`src/rtl/pfcp_defs.svh`:
```
// constants, offsets and field positions of the pfc protection block
// Notes on behaviour
// - one combined current sense for all overcurrent
// - low current threshold ends present gate pulse
// - single high output: only that one cut
// - both high: cut the earlier-started output
// - high current threshold cuts every output that is high, per pulse
// - soft overvoltage sinks loop-filter node current
// - hard overvoltage holds both gates low
// - both overvoltage states clear below soft level
// - open-loop low level stops all switching
// - open-loop restart only above high level
// - open feedback pin acts as overvoltage
// - open current pin holds both gates low
// - open input pin limits or stops switching
// - qualified input undervoltage discharges node, disables boost
// - undervoltage release restarts through soft-start
// - over-temperature stops switching on both gates
// - thermal restart only below lower threshold
// - soft-start charges node with small source
// - fast boost armed high, acts when low
`ifndef PFCP_DEFS_SVH
`define PFCP_DEFS_SVH

// ----------------------------------------
// timing
// ----------------------------------------
`define PFCP_CLK_HZ 20000000
`define PFCP_UV_DELAY_MS 14
`define PFCP_UV_DELAY_CYC (`PFCP_UV_DELAY_MS * (`PFCP_CLK_HZ / 1000))

// ----------------------------------------
// comparator vector positions
// ----------------------------------------
`define PFCP_NCMP 14
`define PFCP_C_CS_LOW 0
`define PFCP_C_CS_HIGH 1
`define PFCP_C_CS_OPEN 2
`define PFCP_C_FB_SOFT 3
`define PFCP_C_FB_HARD 4
`define PFCP_C_FB_OLD_LO 5
`define PFCP_C_FB_OLD_HI 6
`define PFCP_C_FB_BOOST_ARM 7
`define PFCP_C_FB_BOOST_ACT 8
`define PFCP_C_VIN_UV 9
`define PFCP_C_VIN_OPEN 10
`define PFCP_C_TEMP_HI 11
`define PFCP_C_TEMP_LO 12
`define PFCP_C_SUPPLY_OK 13

// ----------------------------------------
// register map
// ----------------------------------------
`define PFCP_ADDR_W 4
`define PFCP_OFS_CTRL 4'h0
`define PFCP_OFS_STATUS 4'h4
`define PFCP_OFS_EVENT 4'h8
`define PFCP_CTRL_RST 2'h1
`define PFCP_CTRL_EN_BIT 0
`define PFCP_CTRL_LIMIT_BIT 1
`define PFCP_RESP_OKAY 2'h0
`define PFCP_RESP_SLVERR 2'h2

`endif

```
`src/rtl/pfcp_pkg.sv`:
```
// types shared by the pfc protection block
package pfcp_pkg;

  typedef enum logic [1:0] {
    PFCP_STANDBY = 2'b00,
    PFCP_SOFT = 2'b01,
    PFCP_RUN = 2'b10
  } pfcp_run_t;

  typedef enum logic [1:0] {
    PFCP_SEL_CTRL = 2'b00,
    PFCP_SEL_STATUS = 2'b01,
    PFCP_SEL_EVENT = 2'b10,
    PFCP_SEL_NONE = 2'b11
  } pfcp_sel_t;

endpackage : pfcp_pkg

```
`src/rtl/pfcp_cmp_if.sv`:
```
// carrier for the comparator flags between sync stage and core
`timescale 1ns/1ps
`default_nettype none
`include "pfcp_defs.svh"

interface pfcp_cmp_if;
  logic [`PFCP_NCMP-1:0] raw;
  logic [`PFCP_NCMP-1:0] synced;
  modport core (output raw, input synced);
  modport sync (input raw, output synced);
endinterface : pfcp_cmp_if

`default_nettype wire

```
`src/rtl/pfcp_protect.sv`:
```
// pfc protection sequencer with gate forcing and axi4-lite registers
`timescale 1ns/1ps
`default_nettype none
`include "pfcp_defs.svh"

module pfcp_protect #(
  parameter int unsigned UV_DELAY_CYCLES = `PFCP_UV_DELAY_CYC,
  parameter int unsigned UV_CNT_W = 19
) (
  input wire logic clk_sys,
  input wire logic nrst,
  // comparator results from the analog front end
  input wire logic cs_below_low,
  input wire logic cs_below_high,
  input wire logic cs_open,
  input wire logic fb_above_soft,
  input wire logic fb_above_hard,
  input wire logic fb_below_old_low,
  input wire logic fb_above_old_high,
  input wire logic fb_above_boost_arm,
  input wire logic fb_below_boost_act,
  input wire logic vin_below_uv,
  input wire logic vin_open,
  input wire logic temp_above_high,
  input wire logic temp_below_low,
  input wire logic supply_ok,
  // pulse requests from the on/off time generator
  input wire logic pulse_req_a,
  input wire logic pulse_req_b,
  // gate and loop-filter controls
  output logic gate_drive_a,
  output logic gate_drive_b,
  output logic comp_sink_en,
  output logic comp_src_small_en,
  output logic comp_src_large_en,
  // axi4-lite slave
  input wire logic [`PFCP_ADDR_W-1:0] s_axi_awaddr,
  input wire logic s_axi_awvalid,
  output logic s_axi_awready,
  input wire logic [31:0] s_axi_wdata,
  input wire logic [3:0] s_axi_wstrb,
  input wire logic s_axi_wvalid,
  output logic s_axi_wready,
  output logic [1:0] s_axi_bresp,
  output logic s_axi_bvalid,
  input wire logic s_axi_bready,
  input wire logic [`PFCP_ADDR_W-1:0] s_axi_araddr,
  input wire logic s_axi_arvalid,
  output logic s_axi_arready,
  output logic [31:0] s_axi_rdata,
  output logic [1:0] s_axi_rresp,
  output logic s_axi_rvalid,
  input wire logic s_axi_rready
);

  // ----------------------------------------
  // state
  // ----------------------------------------
  typedef struct packed {
    logic aw_have;
    logic [`PFCP_ADDR_W-1:0] aw_addr;
    logic w_have;
    logic [31:0] w_data;
    logic [3:0] w_strb;
    logic awready;
    logic wready;
    logic bvalid;
    logic [1:0] bresp;
    logic arready;
    logic rvalid;
    logic [31:0] rdata;
    logic [1:0] rresp;
    logic [1:0] ctrl;
    logic [7:0] events;
    pfcp_pkg::pfcp_run_t run;
    logic gate_a;
    logic gate_b;
    logic cut_a;
    logic cut_b;
    logic first_a;
    logic ov_soft;
    logic ov_hard;
    logic old_stop;
    logic hot;
    logic boost_armed;
    logic sink;
    logic src_small;
    logic src_large;
  } pfcp_core_t;

  pfcp_core_t c_reg;
  pfcp_core_t c_next;

  pfcp_cmp_if cmp_bus ();
  logic uv_qual;

  // ----------------------------------------
  // comparator synchronisation and delay
  // ----------------------------------------
  assign cmp_bus.raw = {supply_ok, temp_below_low, temp_above_high, vin_open, vin_below_uv,
                        fb_below_boost_act, fb_above_boost_arm, fb_above_old_high,
                        fb_below_old_low, fb_above_hard, fb_above_soft, cs_open,
                        cs_below_high, cs_below_low};

  pfcp_sync u_sync (
    .clk_sys(clk_sys),
    .nrst(nrst),
    .cmp(cmp_bus.sync)
  );

  pfcp_qual_timer #(
    .DELAY(UV_DELAY_CYCLES),
    .CNT_W(UV_CNT_W)
  ) u_uv_timer (
    .clk_sys(clk_sys),
    .nrst(nrst),
    .level(cmp_bus.synced[`PFCP_C_VIN_UV]),
    .qualified(uv_qual)
  );

  // ----------------------------------------
  // address decode
  // ----------------------------------------
  function automatic pfcp_pkg::pfcp_sel_t reg_sel(input logic [`PFCP_ADDR_W-1:0] addr);
    case (addr)
      `PFCP_OFS_CTRL: reg_sel = pfcp_pkg::PFCP_SEL_CTRL;
      `PFCP_OFS_STATUS: reg_sel = pfcp_pkg::PFCP_SEL_STATUS;
      `PFCP_OFS_EVENT: reg_sel = pfcp_pkg::PFCP_SEL_EVENT;
      default: reg_sel = pfcp_pkg::PFCP_SEL_NONE;
    endcase
  endfunction : reg_sel

  // ----------------------------------------
  // next state
  // ----------------------------------------
  logic cs_lo;
  logic cs_hi;
  logic cs_op;
  logic fb_soft;
  logic fb_hard;
  logic fb_old_lo;
  logic fb_old_hi;
  logic fb_arm;
  logic fb_act;
  logic vin_op;
  logic t_hi;
  logic t_lo;
  logic sup_ok;
  logic hold_all;
  logic hold_b;
  logic start_ok;
  logic oc_low_cut;
  logic [7:0] ev_set;
  logic [7:0] ev_clr;
  logic [31:0] status_word;
  pfcp_pkg::pfcp_sel_t wsel;

  always_comb begin
    c_next = c_reg;
    cs_lo = cmp_bus.synced[`PFCP_C_CS_LOW];
    cs_hi = cmp_bus.synced[`PFCP_C_CS_HIGH];
    cs_op = cmp_bus.synced[`PFCP_C_CS_OPEN];
    fb_soft = cmp_bus.synced[`PFCP_C_FB_SOFT];
    fb_hard = cmp_bus.synced[`PFCP_C_FB_HARD];
    fb_old_lo = cmp_bus.synced[`PFCP_C_FB_OLD_LO];
    fb_old_hi = cmp_bus.synced[`PFCP_C_FB_OLD_HI];
    fb_arm = cmp_bus.synced[`PFCP_C_FB_BOOST_ARM];
    fb_act = cmp_bus.synced[`PFCP_C_FB_BOOST_ACT];
    vin_op = cmp_bus.synced[`PFCP_C_VIN_OPEN];
    t_hi = cmp_bus.synced[`PFCP_C_TEMP_HI];
    t_lo = cmp_bus.synced[`PFCP_C_TEMP_LO];
    sup_ok = cmp_bus.synced[`PFCP_C_SUPPLY_OK];
    ev_set = '0;
    ev_clr = '0;

    // overvoltage with hysteresis; open feedback pin rises into it
    if (fb_soft) begin
      c_next.ov_soft = 1'b1;
    end
    if (fb_hard) begin
      c_next.ov_hard = 1'b1;
    end
    if (!fb_soft) begin
      c_next.ov_soft = 1'b0;
      c_next.ov_hard = 1'b0;
    end

    // open loop with hysteresis
    if (fb_old_lo) begin
      c_next.old_stop = 1'b1;
    end else if (fb_old_hi) begin
      c_next.old_stop = 1'b0;
    end

    // thermal with hysteresis
    if (t_hi) begin
      c_next.hot = 1'b1;
    end else if (t_lo) begin
      c_next.hot = 1'b0;
    end

    // run sequencing
    start_ok = sup_ok && !c_next.old_stop && c_reg.ctrl[`PFCP_CTRL_EN_BIT];
    unique case (c_reg.run)
      pfcp_pkg::PFCP_STANDBY: begin
        if (start_ok) begin
          c_next.run = pfcp_pkg::PFCP_SOFT;
        end
      end
      pfcp_pkg::PFCP_SOFT: begin
        if (!start_ok) begin
          c_next.run = pfcp_pkg::PFCP_STANDBY;
        end else if (!uv_qual && !fb_act) begin
          c_next.run = pfcp_pkg::PFCP_RUN;
        end
      end
      pfcp_pkg::PFCP_RUN: begin
        if (!start_ok) begin
          c_next.run = pfcp_pkg::PFCP_STANDBY;
        end else if (uv_qual) begin
          c_next.run = pfcp_pkg::PFCP_SOFT;
        end
      end
      default: begin
        c_next.run = pfcp_pkg::PFCP_STANDBY;
      end
    endcase

    // fast response boost
    if (uv_qual || c_next.run != pfcp_pkg::PFCP_RUN) begin
      c_next.boost_armed = 1'b0;
    end else if (fb_arm) begin
      c_next.boost_armed = 1'b1;
    end

    // loop-filter node sources and sink
    c_next.sink = c_next.ov_soft || uv_qual;
    c_next.src_small = (c_next.run == pfcp_pkg::PFCP_SOFT) && !c_next.sink;
    c_next.src_large = c_next.boost_armed && fb_act && !c_next.sink;

    // gate forcing
    hold_all = !sup_ok || !c_reg.ctrl[`PFCP_CTRL_EN_BIT] || c_next.run == pfcp_pkg::PFCP_STANDBY
               || c_next.ov_hard || c_next.old_stop || c_next.hot || cs_op
               || (vin_op && !c_reg.ctrl[`PFCP_CTRL_LIMIT_BIT]);
    hold_b = vin_op && c_reg.ctrl[`PFCP_CTRL_LIMIT_BIT];

    // pulse-by-pulse cuts end when the request drops
    if (!pulse_req_a) begin
      c_next.cut_a = 1'b0;
    end
    if (!pulse_req_b) begin
      c_next.cut_b = 1'b0;
    end
    oc_low_cut = 1'b0;
    if (cs_hi) begin
      c_next.cut_a = c_reg.gate_a || c_next.cut_a;
      c_next.cut_b = c_reg.gate_b || c_next.cut_b;
      ev_set[1] = c_reg.gate_a || c_reg.gate_b;
    end else if (cs_lo) begin
      oc_low_cut = c_reg.gate_a || c_reg.gate_b;
      if (c_reg.gate_a && c_reg.gate_b) begin
        if (c_reg.first_a) begin
          c_next.cut_a = 1'b1;
        end else begin
          c_next.cut_b = 1'b1;
        end
      end else if (c_reg.gate_a) begin
        c_next.cut_a = 1'b1;
      end else if (c_reg.gate_b) begin
        c_next.cut_b = 1'b1;
      end
    end
    c_next.gate_a = pulse_req_a && !c_next.cut_a && !hold_all;
    c_next.gate_b = pulse_req_b && !c_next.cut_b && !hold_all && !hold_b;
    if (c_next.gate_a && !c_next.gate_b) begin
      c_next.first_a = 1'b1;
    end else if (c_next.gate_b && !c_next.gate_a) begin
      c_next.first_a = 1'b0;
    end

    // event flags
    ev_set[0] = oc_low_cut;
    ev_set[2] = c_next.ov_hard && !c_reg.ov_hard;
    ev_set[3] = c_next.old_stop && !c_reg.old_stop;
    ev_set[4] = uv_qual && !c_reg.sink;
    ev_set[5] = c_next.hot && !c_reg.hot;
    ev_set[6] = cs_op || vin_op;
    ev_set[7] = c_next.ov_soft && !c_reg.ov_soft;

    // axi write channel
    if (s_axi_awvalid && c_reg.awready) begin
      c_next.aw_have = 1'b1;
      c_next.aw_addr = s_axi_awaddr;
    end
    if (s_axi_wvalid && c_reg.wready) begin
      c_next.w_have = 1'b1;
      c_next.w_data = s_axi_wdata;
      c_next.w_strb = s_axi_wstrb;
    end
    if (c_reg.bvalid && s_axi_bready) begin
      c_next.bvalid = 1'b0;
    end
    wsel = reg_sel(c_reg.aw_addr);
    if (c_reg.aw_have && c_reg.w_have && !c_reg.bvalid) begin
      c_next.aw_have = 1'b0;
      c_next.w_have = 1'b0;
      c_next.bvalid = 1'b1;
      c_next.bresp = `PFCP_RESP_OKAY;
      unique case (wsel)
        pfcp_pkg::PFCP_SEL_CTRL: begin
          if (c_reg.w_strb[0]) begin
            c_next.ctrl = c_reg.w_data[1:0];
          end
        end
        pfcp_pkg::PFCP_SEL_EVENT: begin
          if (c_reg.w_strb[0]) begin
            ev_clr = c_reg.w_data[7:0];
          end
        end
        pfcp_pkg::PFCP_SEL_STATUS: begin
          c_next.bresp = `PFCP_RESP_OKAY;
        end
        pfcp_pkg::PFCP_SEL_NONE: begin
          c_next.bresp = `PFCP_RESP_SLVERR;
        end
      endcase
    end
    // set wins over a same-cycle clear
    c_next.events = (c_reg.events & ~ev_clr) | ev_set;

    // axi read channel
    status_word = {19'h00000, c_reg.run, vin_op, cs_op, c_reg.src_large, c_reg.boost_armed,
                   uv_qual, c_reg.hot, c_reg.old_stop, c_reg.ov_hard, c_reg.ov_soft,
                   c_reg.gate_b, c_reg.gate_a};
    if (c_reg.rvalid && s_axi_rready) begin
      c_next.rvalid = 1'b0;
    end
    if (s_axi_arvalid && c_reg.arready) begin
      c_next.rvalid = 1'b1;
      c_next.rresp = `PFCP_RESP_OKAY;
      unique case (reg_sel(s_axi_araddr))
        pfcp_pkg::PFCP_SEL_CTRL: c_next.rdata = {30'h00000000, c_reg.ctrl};
        pfcp_pkg::PFCP_SEL_STATUS: c_next.rdata = status_word;
        pfcp_pkg::PFCP_SEL_EVENT: c_next.rdata = {24'h000000, c_reg.events};
        pfcp_pkg::PFCP_SEL_NONE: begin
          c_next.rdata = 32'h00000000;
          c_next.rresp = `PFCP_RESP_SLVERR;
        end
      endcase
    end
    c_next.awready = !c_next.aw_have && !c_next.bvalid;
    c_next.wready = !c_next.w_have && !c_next.bvalid;
    c_next.arready = !c_next.rvalid;
  end

  // ----------------------------------------
  // registers
  // ----------------------------------------
  always_ff @(posedge clk_sys) begin
    if (!nrst) begin
      c_reg <= '0;
      c_reg.ctrl <= `PFCP_CTRL_RST;
      c_reg.run <= pfcp_pkg::PFCP_STANDBY;
      c_reg.old_stop <= 1'b1;
      c_reg.first_a <= 1'b1;
    end else begin
      c_reg <= c_next;
    end
  end

  // ----------------------------------------
  // outputs
  // ----------------------------------------
  assign gate_drive_a = c_reg.gate_a;
  assign gate_drive_b = c_reg.gate_b;
  assign comp_sink_en = c_reg.sink;
  assign comp_src_small_en = c_reg.src_small;
  assign comp_src_large_en = c_reg.src_large;
  assign s_axi_awready = c_reg.awready;
  assign s_axi_wready = c_reg.wready;
  assign s_axi_bvalid = c_reg.bvalid;
  assign s_axi_bresp = c_reg.bresp;
  assign s_axi_arready = c_reg.arready;
  assign s_axi_rvalid = c_reg.rvalid;
  assign s_axi_rdata = c_reg.rdata;
  assign s_axi_rresp = c_reg.rresp;

endmodule : pfcp_protect

`default_nettype wire

```
`src/rtl/pfcp_sync.sv`:
```
// two-flop synchroniser bank for the comparator flags
`timescale 1ns/1ps
`default_nettype none
`include "pfcp_defs.svh"

module pfcp_sync (
  input wire logic clk_sys,
  input wire logic nrst,
  pfcp_cmp_if.sync cmp
);
  typedef struct packed {
    logic [`PFCP_NCMP-1:0] meta;
    logic [`PFCP_NCMP-1:0] stable;
  } pfcp_sync_t;

  pfcp_sync_t s_reg;
  pfcp_sync_t s_next;

  always_comb begin
    s_next.meta = cmp.raw;
    s_next.stable = s_reg.meta;
  end

  always_ff @(posedge clk_sys) begin
    if (!nrst) begin
      s_reg <= '0;
    end else begin
      s_reg <= s_next;
    end
  end

  assign cmp.synced = s_reg.stable;
endmodule : pfcp_sync

`default_nettype wire

```
`src/rtl/pfcp_qual_timer.sv`:
```
// qualification delay: output rises after level held for DELAY cycles
`timescale 1ns/1ps
`default_nettype none

module pfcp_qual_timer #(
  parameter int unsigned DELAY = 280000,
  parameter int unsigned CNT_W = 19
) (
  input wire logic clk_sys,
  input wire logic nrst,
  input wire logic level,
  output logic qualified
);
  typedef struct packed {
    logic [CNT_W-1:0] cnt;
    logic qual;
  } pfcp_qual_t;

  localparam logic [CNT_W-1:0] LAST = CNT_W'(DELAY - 1);

  pfcp_qual_t t_reg;
  pfcp_qual_t t_next;

  always_comb begin
    t_next = t_reg;
    if (!level) begin
      t_next.cnt = '0;
      t_next.qual = 1'b0;
    end else if (t_reg.cnt == LAST) begin
      t_next.qual = 1'b1;
    end else begin
      t_next.cnt = t_reg.cnt + CNT_W'(1);
    end
  end

  always_ff @(posedge clk_sys) begin
    if (!nrst) begin
      t_reg <= '0;
    end else begin
      t_reg <= t_next;
    end
  end

  assign qualified = t_reg.qual;
endmodule : pfcp_qual_timer

`default_nettype wire

```
`config.mk`:
```
export PLATFORM = sky130hd
export DESIGN_NAME = pfcp_protect
export DESIGN_NICKNAME = d
export VERILOG_FILES = /design/src/rtl/pfcp_pkg.sv /design/src/rtl/pfcp_cmp_if.sv /design/src/rtl/pfcp_protect.sv /design/src/rtl/pfcp_sync.sv /design/src/rtl/pfcp_qual_timer.sv
export VERILOG_INCLUDE_DIRS = /design/src /design/src/rtl
export SDC_FILE = /design/constraint.sdc
export NUM_CORES = 1
export LEC_CHECK = 0
export BUFFER_PORTS_ARGS = -buffer_cell sky130_fd_sc_hd__clkbuf_2
export CELL_PAD_IN_SITES_DETAIL_PLACEMENT = 1
export CELL_PAD_IN_SITES_GLOBAL_PLACEMENT = 2
export CORE_ASPECT_RATIO = 0.75
export CORE_MARGIN = 8
export CORE_UTILIZATION = 31
export DETAILED_ROUTE_END_ITERATION = 10
export GPL_TIMING_DRIVEN = 1
export PLACE_DENSITY_LB_ADDON = 0.1
export SLEW_MARGIN = 20
export SYNTH_ARGS = -nofsm -noshare
export SYNTH_HDL_FRONTEND = slang
export SYNTH_SLANG_ARGS = --single-unit
```
`constraint.sdc`:
```
create_clock -name clk_sys -period 2.5 [get_ports clk_sys]
set_clock_uncertainty 0.2 [all_clocks]
set_input_delay 0.25 -clock clk_sys [delete_from_list [all_inputs] [get_ports clk_sys]]
set_output_delay 0.25 -clock clk_sys [all_outputs]
set_load 0.02 [all_outputs]
```
# Yosys cells after proc, flatten, opt, wreduce, memory -nomap -nowiden
# Index checks and enable logic that the tools add are counted.
# classes
n_addsub,1
muxes,44
eq_ne,14
div_mod_pow,0
n_shift,0
n_mul,0
n_bitwise,4
order_cmp,0
reduce_logical,75
# ops
op,count
32-bit case mux with 4 select lines,1
37-bit two-way mux,1
35-bit two-way mux,1
1-bit logical AND,30
2-bit two-way mux,12
8-bit two-way mux,3
1-bit logical NOT,23
1-bit two-way mux,21
"19-bit by 1-bit adder with 19-bit output, second input constant",1
"19-bit == test, second input constant",1
2-bit case mux with 3 select lines,3
1-bit logical OR,13
"2-bit == test, second input constant",5
8-bit bitwise AND,1
"4-bit by 3-bit == test with 1-bit output, second input constant",2
"4-bit == test, second input constant",2
2-bit logical NOT,4
4-bit logical NOT,2
8-bit inverter,1
8-bit OR,1
"2-bit by 1-bit == test with 1-bit output, second input constant",3
5-bit two-way mux,1
3-bit two-way mux,1
3-bit AND reduction,1
other kinds (4),4
# word_totals
ram_bits,0
romBits,0
register_bits,156
word_cells,171
inputBits,67
out_inout_bits,46
memories,0
latchBits,0

# Depth between registers and ports, before layout
# Gate-level depths: netlist (run 1).
# depth
depth_word,20
mapped_depth,6
mapped_depth_nobuf,6

# By module
# A second synthesis (run 1) with hierarchy kept.
# hier_totals
cells_unflattened,467
hier_area_um2,4345.4
# modules_own_cells
module,cells_per_inst,n_inst,area_each_um2
pfcp_protect,296,1,2613.8
pfcp_qual_timer,113,1,945.9
pfcp_sync,58,1,785.8

# Worst setup path before layout (run 1)
# Ideal clock, no wire load.
# synth_path
kind,register to register
from,register c_reg[103] (netlist name)
to,register c_reg[21] (netlist name)
path_stages_with_launch,6
path_slack_ns,0.752
setup_ns,0.128
path_buffers,0
arrival_ns,1.420
cell_sequence,dfxtp_1 > or4b_4 > nor3_4 > nand2_2 > a211oi_2 > nor2_1
# synth_via
elab_chain_cells,8
# synth_rtl
item,line_no,source
start: declaration,pfcp_protect.sv:91,pfcp_core_t c_reg;
start signal: assignment,pfcp_protect.sv:367,c_reg <= c_next;
4-bit == test (tied with other cells),pfcp_protect.sv:125,case (addr)
2-bit case mux with 3 select lines (*),pfcp_protect.sv:125,
2-bit == test (*),pfcp_protect.sv:309,unique case (wsel)
8-bit two-way mux (*),pfcp_protect.sv:309,
8-bit two-way mux (*),pfcp_protect.sv:304,if (c_reg.aw_have && c_reg.w_have && !c_reg.bvalid) begin
8-bit inverter (*),pfcp_protect.sv:329,c_next.events = (c_reg.events & ~ev_clr) | ev_set;
8-bit bitwise AND (*),pfcp_protect.sv:329,
8-bit OR (*),pfcp_protect.sv:329,
# Mark *: on every way between the ends. The rest lies on a longest branch, timed or not.
# A chain may end at the register's enable or synchronous reset.

# Final worst setup path (run 1)
# layout_path
from,register u_uv_timer.t_reg[1] (netlist name)
to,register u_uv_timer.t_reg[19] (netlist name)
# layout_via
elab_chain_cells,1
# layout_rtl
item,line_no,source
start: declaration,pfcp_qual_timer.sv:21,pfcp_qual_t t_reg;
start signal: assignment,pfcp_qual_timer.sv:40,t_reg <= t_next;
19-bit by 1-bit adder with 19-bit output or 19-bit == test (tied branches),"pfcp_qual_timer.sv:32, pfcp_qual_timer.sv:29",
# Several ways; a longest one is shown, not always the timed one.

==> flow_summary_export.csv, run 1 <==
group,metric,value,unit
placed_design,port_buffers,64,
timing,timing_worst_slew_pin_value,0.5936,ns
grt,initial_antenna_violation_count,0,
placed_design,numPlacedInstances,675,
finish,layout.core_utilization,0.3921,
power,power_switching_share,0.2403,
timing,max_slew_headroom,0.6035,
power,pwr_density_cell,683.9,nW/um2
cts,htreeDepth,3,
cts,path_clk_slew,0.08,ns
cts,post-cts-setup-buffers,0,
setup_path,worstPathCellList,"ha_1, nand2_1, nor2_1, nand4_1, xor2_1, nor2_1",
power,peakVddDrop,0.0003687,V
setup_path,worst-r2r-setup-slack,0.55,ns
drt,route.detailed.vias_per_inst,4.564,
cts,ctsResizeCount,0,
grt,global_route_overflow,0,
power,power_total,3.515,mW
setup_path,rr_startpoint,"u_uv_timer.t_reg[1]",
hold_path,min-delay-path-class,"in2reg",
synthesis,ys_async_sr_fraction,0,
finish,syn2layout_area_growth,22.81,%
cts,ctsRootBufferMaster,"clkbuf_16",
synthesis,synth-edff-count,0,
cts,cts.hold.buffers_added,30,
setup_path,most_common_cell_on_crit_path,"nor2_1",
floorplanning,die_footprint,17510,um2
setup_path,critical_path_required,2.53,ns
cts,cts_tree,"built",
setup_path,crit_path_end,"u_uv_timer.t_reg[19]",
setup_path,critical-path-slowest-cell,"nor2_1",
power,intPower,2.670,mW
placed_design,dpl.hpwl,8039,um
drt,routed_wl,10720,um
drt,routed_vias,3291,
power,power_frac_clock,0.420,
setup_path,crit_buf_inv,0,
setup_path,worstSetupPathDepth,6,
cts,cts_inserted_buffers,9,
finish,diodes,0,
power,power.combinational.fraction,0.068,
timing,final-max-slew-violation-count,0,
finish,most_common_cell_after_layout_fill_and_taps_aside,"dfxtp_1",
finish,finalNetCount,613,
finish,layout.cell_area.non_filler,5140,um2
setup_path,cpPeakStageDelay,0.46,ns
finish,drive_gt1_frac,0.1727,
synthesis,area_of_the_mapped_netlist,4185,um2
grt,grt_first_pass_wirelength,17840,um
grt,first_global_vias,3480,
floorplanning,die_h,116.6,um
synthesis,ys_dominant_reg_cell,"dfxtp_1",
status,run_status,"finished, final reports clean",
floorplanning,core.rowCount,36,
floorplanning,ios,113,
placed_design,detailedPlace.worstSlack,0.5622,ns
setup_path,critical-path-top-delay-family,"simple AND/OR/NAND/NOR gates",
setup_path,startpoint,"u_uv_timer.t_reg[1]",
setup_path,worstReg2RegEnd,"u_uv_timer.t_reg[19]",
drt,post_drt_wl_per_cell,14.87,um
floorplanning,core-area,13110,um2
drt,drt.antenna.violating_nets,0,
setup_path,worst-r2r-cell-count,6,
cts,clock_latency,0.34,ns
synthesis,synth_area_per_cell,9.059,um2
synthesis,ys_seq_area_frac,0.5166,
setup_path,critical_path.startpoint_type,"register",
grt,global_route.usage.total,0.1282,
timing,final_hold_viol_count,0,
synthesis,ys_warn_count,0,
floorplanning,die_width,150.2,um
placed_design,detailed_place.area,4531,um2
finish,most_frequent_cells_in_the_layout,"dfxtp_1, clkbuf_2, nor2_1",
setup_path,worst-endpoint-arrival,1.98,ns
timing,fin_crit,1.954,ns
timing,unrepaired_setup_endpoints_after_global_routing,"false",
setup_path,setup.worst_path.class,"reg2reg",
synthesis,synth.ff_latch_count,108,
timing,final_critical_path_setup_slack,0.5461,ns
drt,dr.pass1.iters,4,
flow_run,drv.max_cap_violation_count,0,
power,p_leak,2.079,nW
synthesis,netlist_instances,462,
timing,finalSetupViolations,0,
drt,drt_first_iter_violations,132,
setup_path,timing.critical_path.fanout_max,7,
timing,worst_hold_slack,0.02737,ns
power,seqPwrFrac,0.512,
power,power_switching,0.8448,mW
cts,cts_max_path_buffers,2,
placed_design,placer_s_final_routability_congestion_estimate,0.7267,
finish,post_layout_nonfiller_instances,721,
grt,pin_count_of_the_biggest_net_entering_global_routing,21,
synthesis,synth_cell_type_count,46,
finish,max_ffs_per_register,35,
timing,final_clock_period_utilization_by_the_worst_path,0.7816,
timing,totalNegativeSetupSlack,0,ns
timing,max_clock_freq,511.8,MHz
drt,post-route-drc-count,0,
floorplanning,initial_utilization,0.3193,
cts,clock_sinks,108,
setup_path,critical_path_end_type,"register",
[synthesized netlist by cell type, types with 6 or more instances]
cell type,number,area [um2]
dfxtp_1,108,2162
a21oi_1,31,155.2
xor2_1,12,105.1
inv_1,8,30.03
nand2_1,50,187.7
nand3_1,14,70.07
clkbuf_1,13,48.80
a2bb2oi_1,6,52.55
buf_4,36,270.3
and3_1,10,62.56
and2_1,33,206.5
o21ai_0,9,45.04
nor2b_1,8,50.05
nor2_1,56,210.2
a22oi_1,13,97.59
[power groups by stage]
stage / sequential (mW) / combinational [mW] / clock (mW)
2_1_floorplan: 1.84 / 0.151 / 0
3_3_place_gp: 1.84 / 0.201 / 0
3_5_place_dp: 1.84 / 0.205 / 0
4_1_cts: 1.80 / 0.242 / 1.52
5_1_grt: 1.81 / 0.270 / 1.60
6_report: 1.80 / 0.240 / 1.48
[worst min-delay path by stage]
| stage | start | to | slack (ns) | depth (start not counted) |
|---|---|---|---|---|
| 2_1_floorplan | cs_below_low | u_sync.s_next[0] | 0.18 | 1 |
| 3_3_place_gp | u_sync.s_next[0] | u_sync.cmp.synced[0] | 0.22 | 1 |
| 3_5_place_dp | u_sync.s_next[13] | u_sync.cmp.synced[13] | 0.22 | 1 |
| 4_1_cts | s_axi_awvalid | c_reg[106] | 0.02 | 3 |
| 5_1_grt | s_axi_awvalid | c_reg[106] | 0.04 | 3 |
| 6_report | s_axi_bready | s_axi_bvalid | 0.03 | 3 |
[logic make-up (layout without fill, tap and decap cells)]
kind of cell / after synthesis / in the layout / synth area share
AOI/OAI and AO/OA: 74 / 74 / 0.1133
xor gates and xnor gates: 14 / 14 / 0.02930
adders and majority gates: 1 / 1 / 0.002989
buffers and inverters: 59 / 127 / 0.08550
DFF: 108 / 108 / 0.5166
muxes: 5 / 5 / 0.01196
other: 1 / 21 / 0.0008960
and+or+nand+nor: 200 / 200 / 0.2395
[layout make-up]
| cell class | count | area, um2 |
|---|---|---|
| fill | 1516 | 7968 |
| sequential | 108 | 2162 |
| clock buffer | 9 | 225.2 |
| tap | 171 | 214.0 |
| multi-input combinational | 315 | 1740 |
| inverter | 9 | 33.78 |
| timing repair buffer | 102 | 680.7 |
| clock inverter | 7 | 83.83 |
[worst reg2reg max path: stages, from the launching register on]
cell	delay, ns
dfxtp_1	0.38
ha_1	0.22
nand2_1	0.11
nor2_1	0.46
nand4_1	0.20
xor2_1	0.21
nor2_1	0.06
[routing by layer]
layer | track usage | wire length [um]
met3 | 0.03058 | 500
met4 | 0.03386 | 109
met5 | 0 | 0
met2 | 0.1913 | 4391
met1 | 0.1809 | 5719
(Power assumes the default switching activity.)
==> inputs of run 2 (changes only) <==
clock period = 2 ns   (was 2.5 ns; I/O delays follow)
==> run 2 against run 1 <==
  * Register-to-register slack lost 0.38 ns
  * Cell area grew 2.6%
  * Clock power grew 16%
  * First-iteration DRC count shrank 17%
  * Sequential share of layout area shrank 1.1 points
  * Combinational power grew 34%
  * Critical endpoint is now c_reg[21]
==> flow_summary_export.csv, run 2 (synthesis results as in run 1) <==
group,metric,value,unit
placed_design,detailed_place.area,4608,um2
setup_path,critical_path.startpoint_type,"register",
setup_path,rr_startpoint,"c_reg[103]",
finish,layout.core_utilization,0.4023,
placed_design,port_buffers,64,
placed_design,placer_s_final_routability_congestion_estimate,0.7182,
power,power_total,4.285,mW
drt,route.detailed.vias_per_inst,4.469,
floorplanning,die_width,150.2,um
finish,layout.cell_area.non_filler,5274,um2
grt,global_route_overflow,0,
grt,grt_first_pass_wirelength,17480,um
hold_path,worst_hold_path_depth,2,
drt,routed_vias,3285,
floorplanning,core-area,13110,um2
timing,unrepaired_setup_endpoints_after_global_routing,"false",
grt,gr-max-usage-layer,"met2",
cts,cts_inserted_buffers,9,
setup_path,critical_path_end_type,"register",
setup_path,timing.critical_path.fanout_max,8,
finish,drive_gt1_frac,0.1826,
setup_path,worst-r2r-setup-slack,0.16,ns
power,pwr_density_cell,812.6,nW/um2
hold_path,timing.hold.worst.start,"nrst",
power,peakVddDrop,0.0004977,V
floorplanning,ios,113,
drt,post_drt_wl_per_cell,14.82,um
timing,totalNegativeSetupSlack,0,ns
cts,cts_max_path_buffers,2,
grt,global_route.usage.total,0.1279,
finish,syn2layout_area_growth,26.01,%
setup_path,worst-endpoint-arrival,1.88,ns
drt,post-route-drc-count,0,
timing,fin_crit,1.837,ns
finish,most_common_cell_after_layout_fill_and_taps_aside,"dfxtp_1",
placed_design,numPlacedInstances,682,
flow_run,drv.max_cap_violation_count,0,
floorplanning,die_h,116.6,um
placed_design,dpl.hpwl,8137,um
timing,final_hold_viol_count,0,
finish,diodes,0,
cts,clock_sinks,108,
floorplanning,initial_utilization,0.3193,
timing,final-max-slew-violation-count,0,
grt,groute.layer.met3.usage,0.03639,
setup_path,critical_path_required,2.04,ns
grt,first_global_vias,3445,
drt,drt.antenna.violating_nets,0,
drt,dr.pass1.iters,7,
cts,cts_tree,"built",
floorplanning,die_footprint,17510,um2
finish,most_frequent_cells_in_the_layout,"dfxtp_1, clkbuf_2, nor2_1",
timing,max_clock_freq,544.3,MHz
timing,final_clock_period_utilization_by_the_worst_path,0.9185,
cts,clock_latency,0.35,ns
grt,initial_antenna_violation_count,0,
floorplanning,core.rowCount,36,
timing,max_slew_headroom,0.6576,
grt,grtUsageMet2,0.1940,
status,run_status,"finished, final reports clean",
setup_path,setup.worst_path.class,"reg2reg",
timing,timing_worst_slew_pin_value,0.5117,ns
finish,max_ffs_per_register,35,
drt,routed_wl,10890,um
timing,finalSetupViolations,0,
hold_path,min_to,"u_sync.s_next[8]",
grt,groute.layer.met1.usage,0.1750,
finish,num-fill-cells,1510,
finish,post_layout_nonfiller_instances,735,
cts,htreeDepth,3,
grt,pin_count_of_the_biggest_net_entering_global_routing,22,
cts,path_clk_slew,0.07,ns
setup_path,worstReg2RegEnd,"c_reg[21]",
setup_path,worst-r2r-cell-count,6,
power,p_leak,2.129,nW
hold_path,min-delay-path-class,"in2reg",
cts,ctsRootBufferMaster,"clkbuf_16",
finish,finalNetCount,627,
drt,drt_first_iter_violations,109,
## run 2: cell count changes in the layout (fill, tap and decap cells not counted), sizes merged
| cell | delta |
|---|---|
| buf | +7 |
| inv | +2 |
| bufinv | -1 |
| clkinv | -3 |
| clkinvlp | +1 |
| clkbuf | +1 |
| dlygate4sd3 | +7 |
## run 2: timing repair
item / in CTS / in global routing
hold buffers: 37 / 0
endpoints found under the setup margin: 0 / 4
hold endpoints to repair: 34 / 0
gates resized for setup: 0 / 2
buffers inserted: 0 / 0
## run 2: final cells by class
type / count / area [um2] / share of cell area
clock inverter: 6 / 53.80 / 0.01020
multi-input combinational: 315 / 1753 / 0.3324
clock buffer: 10 / 229.0 / 0.04342
inverter: 9 / 33.78 / 0.006406
tap: 171 / 214.0 / 0.04057
sequential: 108 / 2162 / 0.4100
timing repair buffer: 116 / 828.3 / 0.1571
## run 2: metal layers
metal | vias to the layer above | share of wire
met4 | 0 | 0.0078
met3 | 6 | 0.046
li1 | 1690 | -
met2 | 71 | 0.42
met5 | - | 0
met1 | 1518 | 0.53
## run 2: worst max-delay path by stage
stage,from,cells past startpoint,endpoint
after detailed placement,u_uv_timer.t_reg[14],6,u_uv_timer.t_reg[2]
after global routing,u_uv_timer.t_reg[10],6,u_uv_timer.t_reg[2]
after CTS,u_uv_timer.t_reg[10],6,u_uv_timer.t_reg[2]
after floorplan,c_reg[103],5,c_reg[21]
after global placement,u_uv_timer.t_reg[14],6,u_uv_timer.t_reg[17]
final,c_reg[103],6,c_reg[21]
## run 2: worst max-delay path, cell delays in order, from the launching register on
cell	delay, ns
dfxtp_1	0.33
or4b_4	0.57
nor3_4	0.17
buf_12	0.15
nand2_2	0.05
a211oi_2	0.21
nor2_1	0.06
## run 2: report_power, final
group / leakage [nW] / internal, mW / switching, mW / total [mW]
logic: 1.11 / 0.149 / 0.173 / 0.322
registers: 0.880 / 2.21 / 0.0384 / 2.25
clock network: 0.136 / 0.873 / 0.842 / 1.72
## run 2: through the flow
step                hold slack, ns  worst slack (ns)
floorplan                   0.1273            0.2523
global placement            0.2047            0.1546
detailed placement          0.2109            0.1066
CTS                        0.09140           0.08874
global route                0.1057           0.01639
finish                      0.1071            0.1629
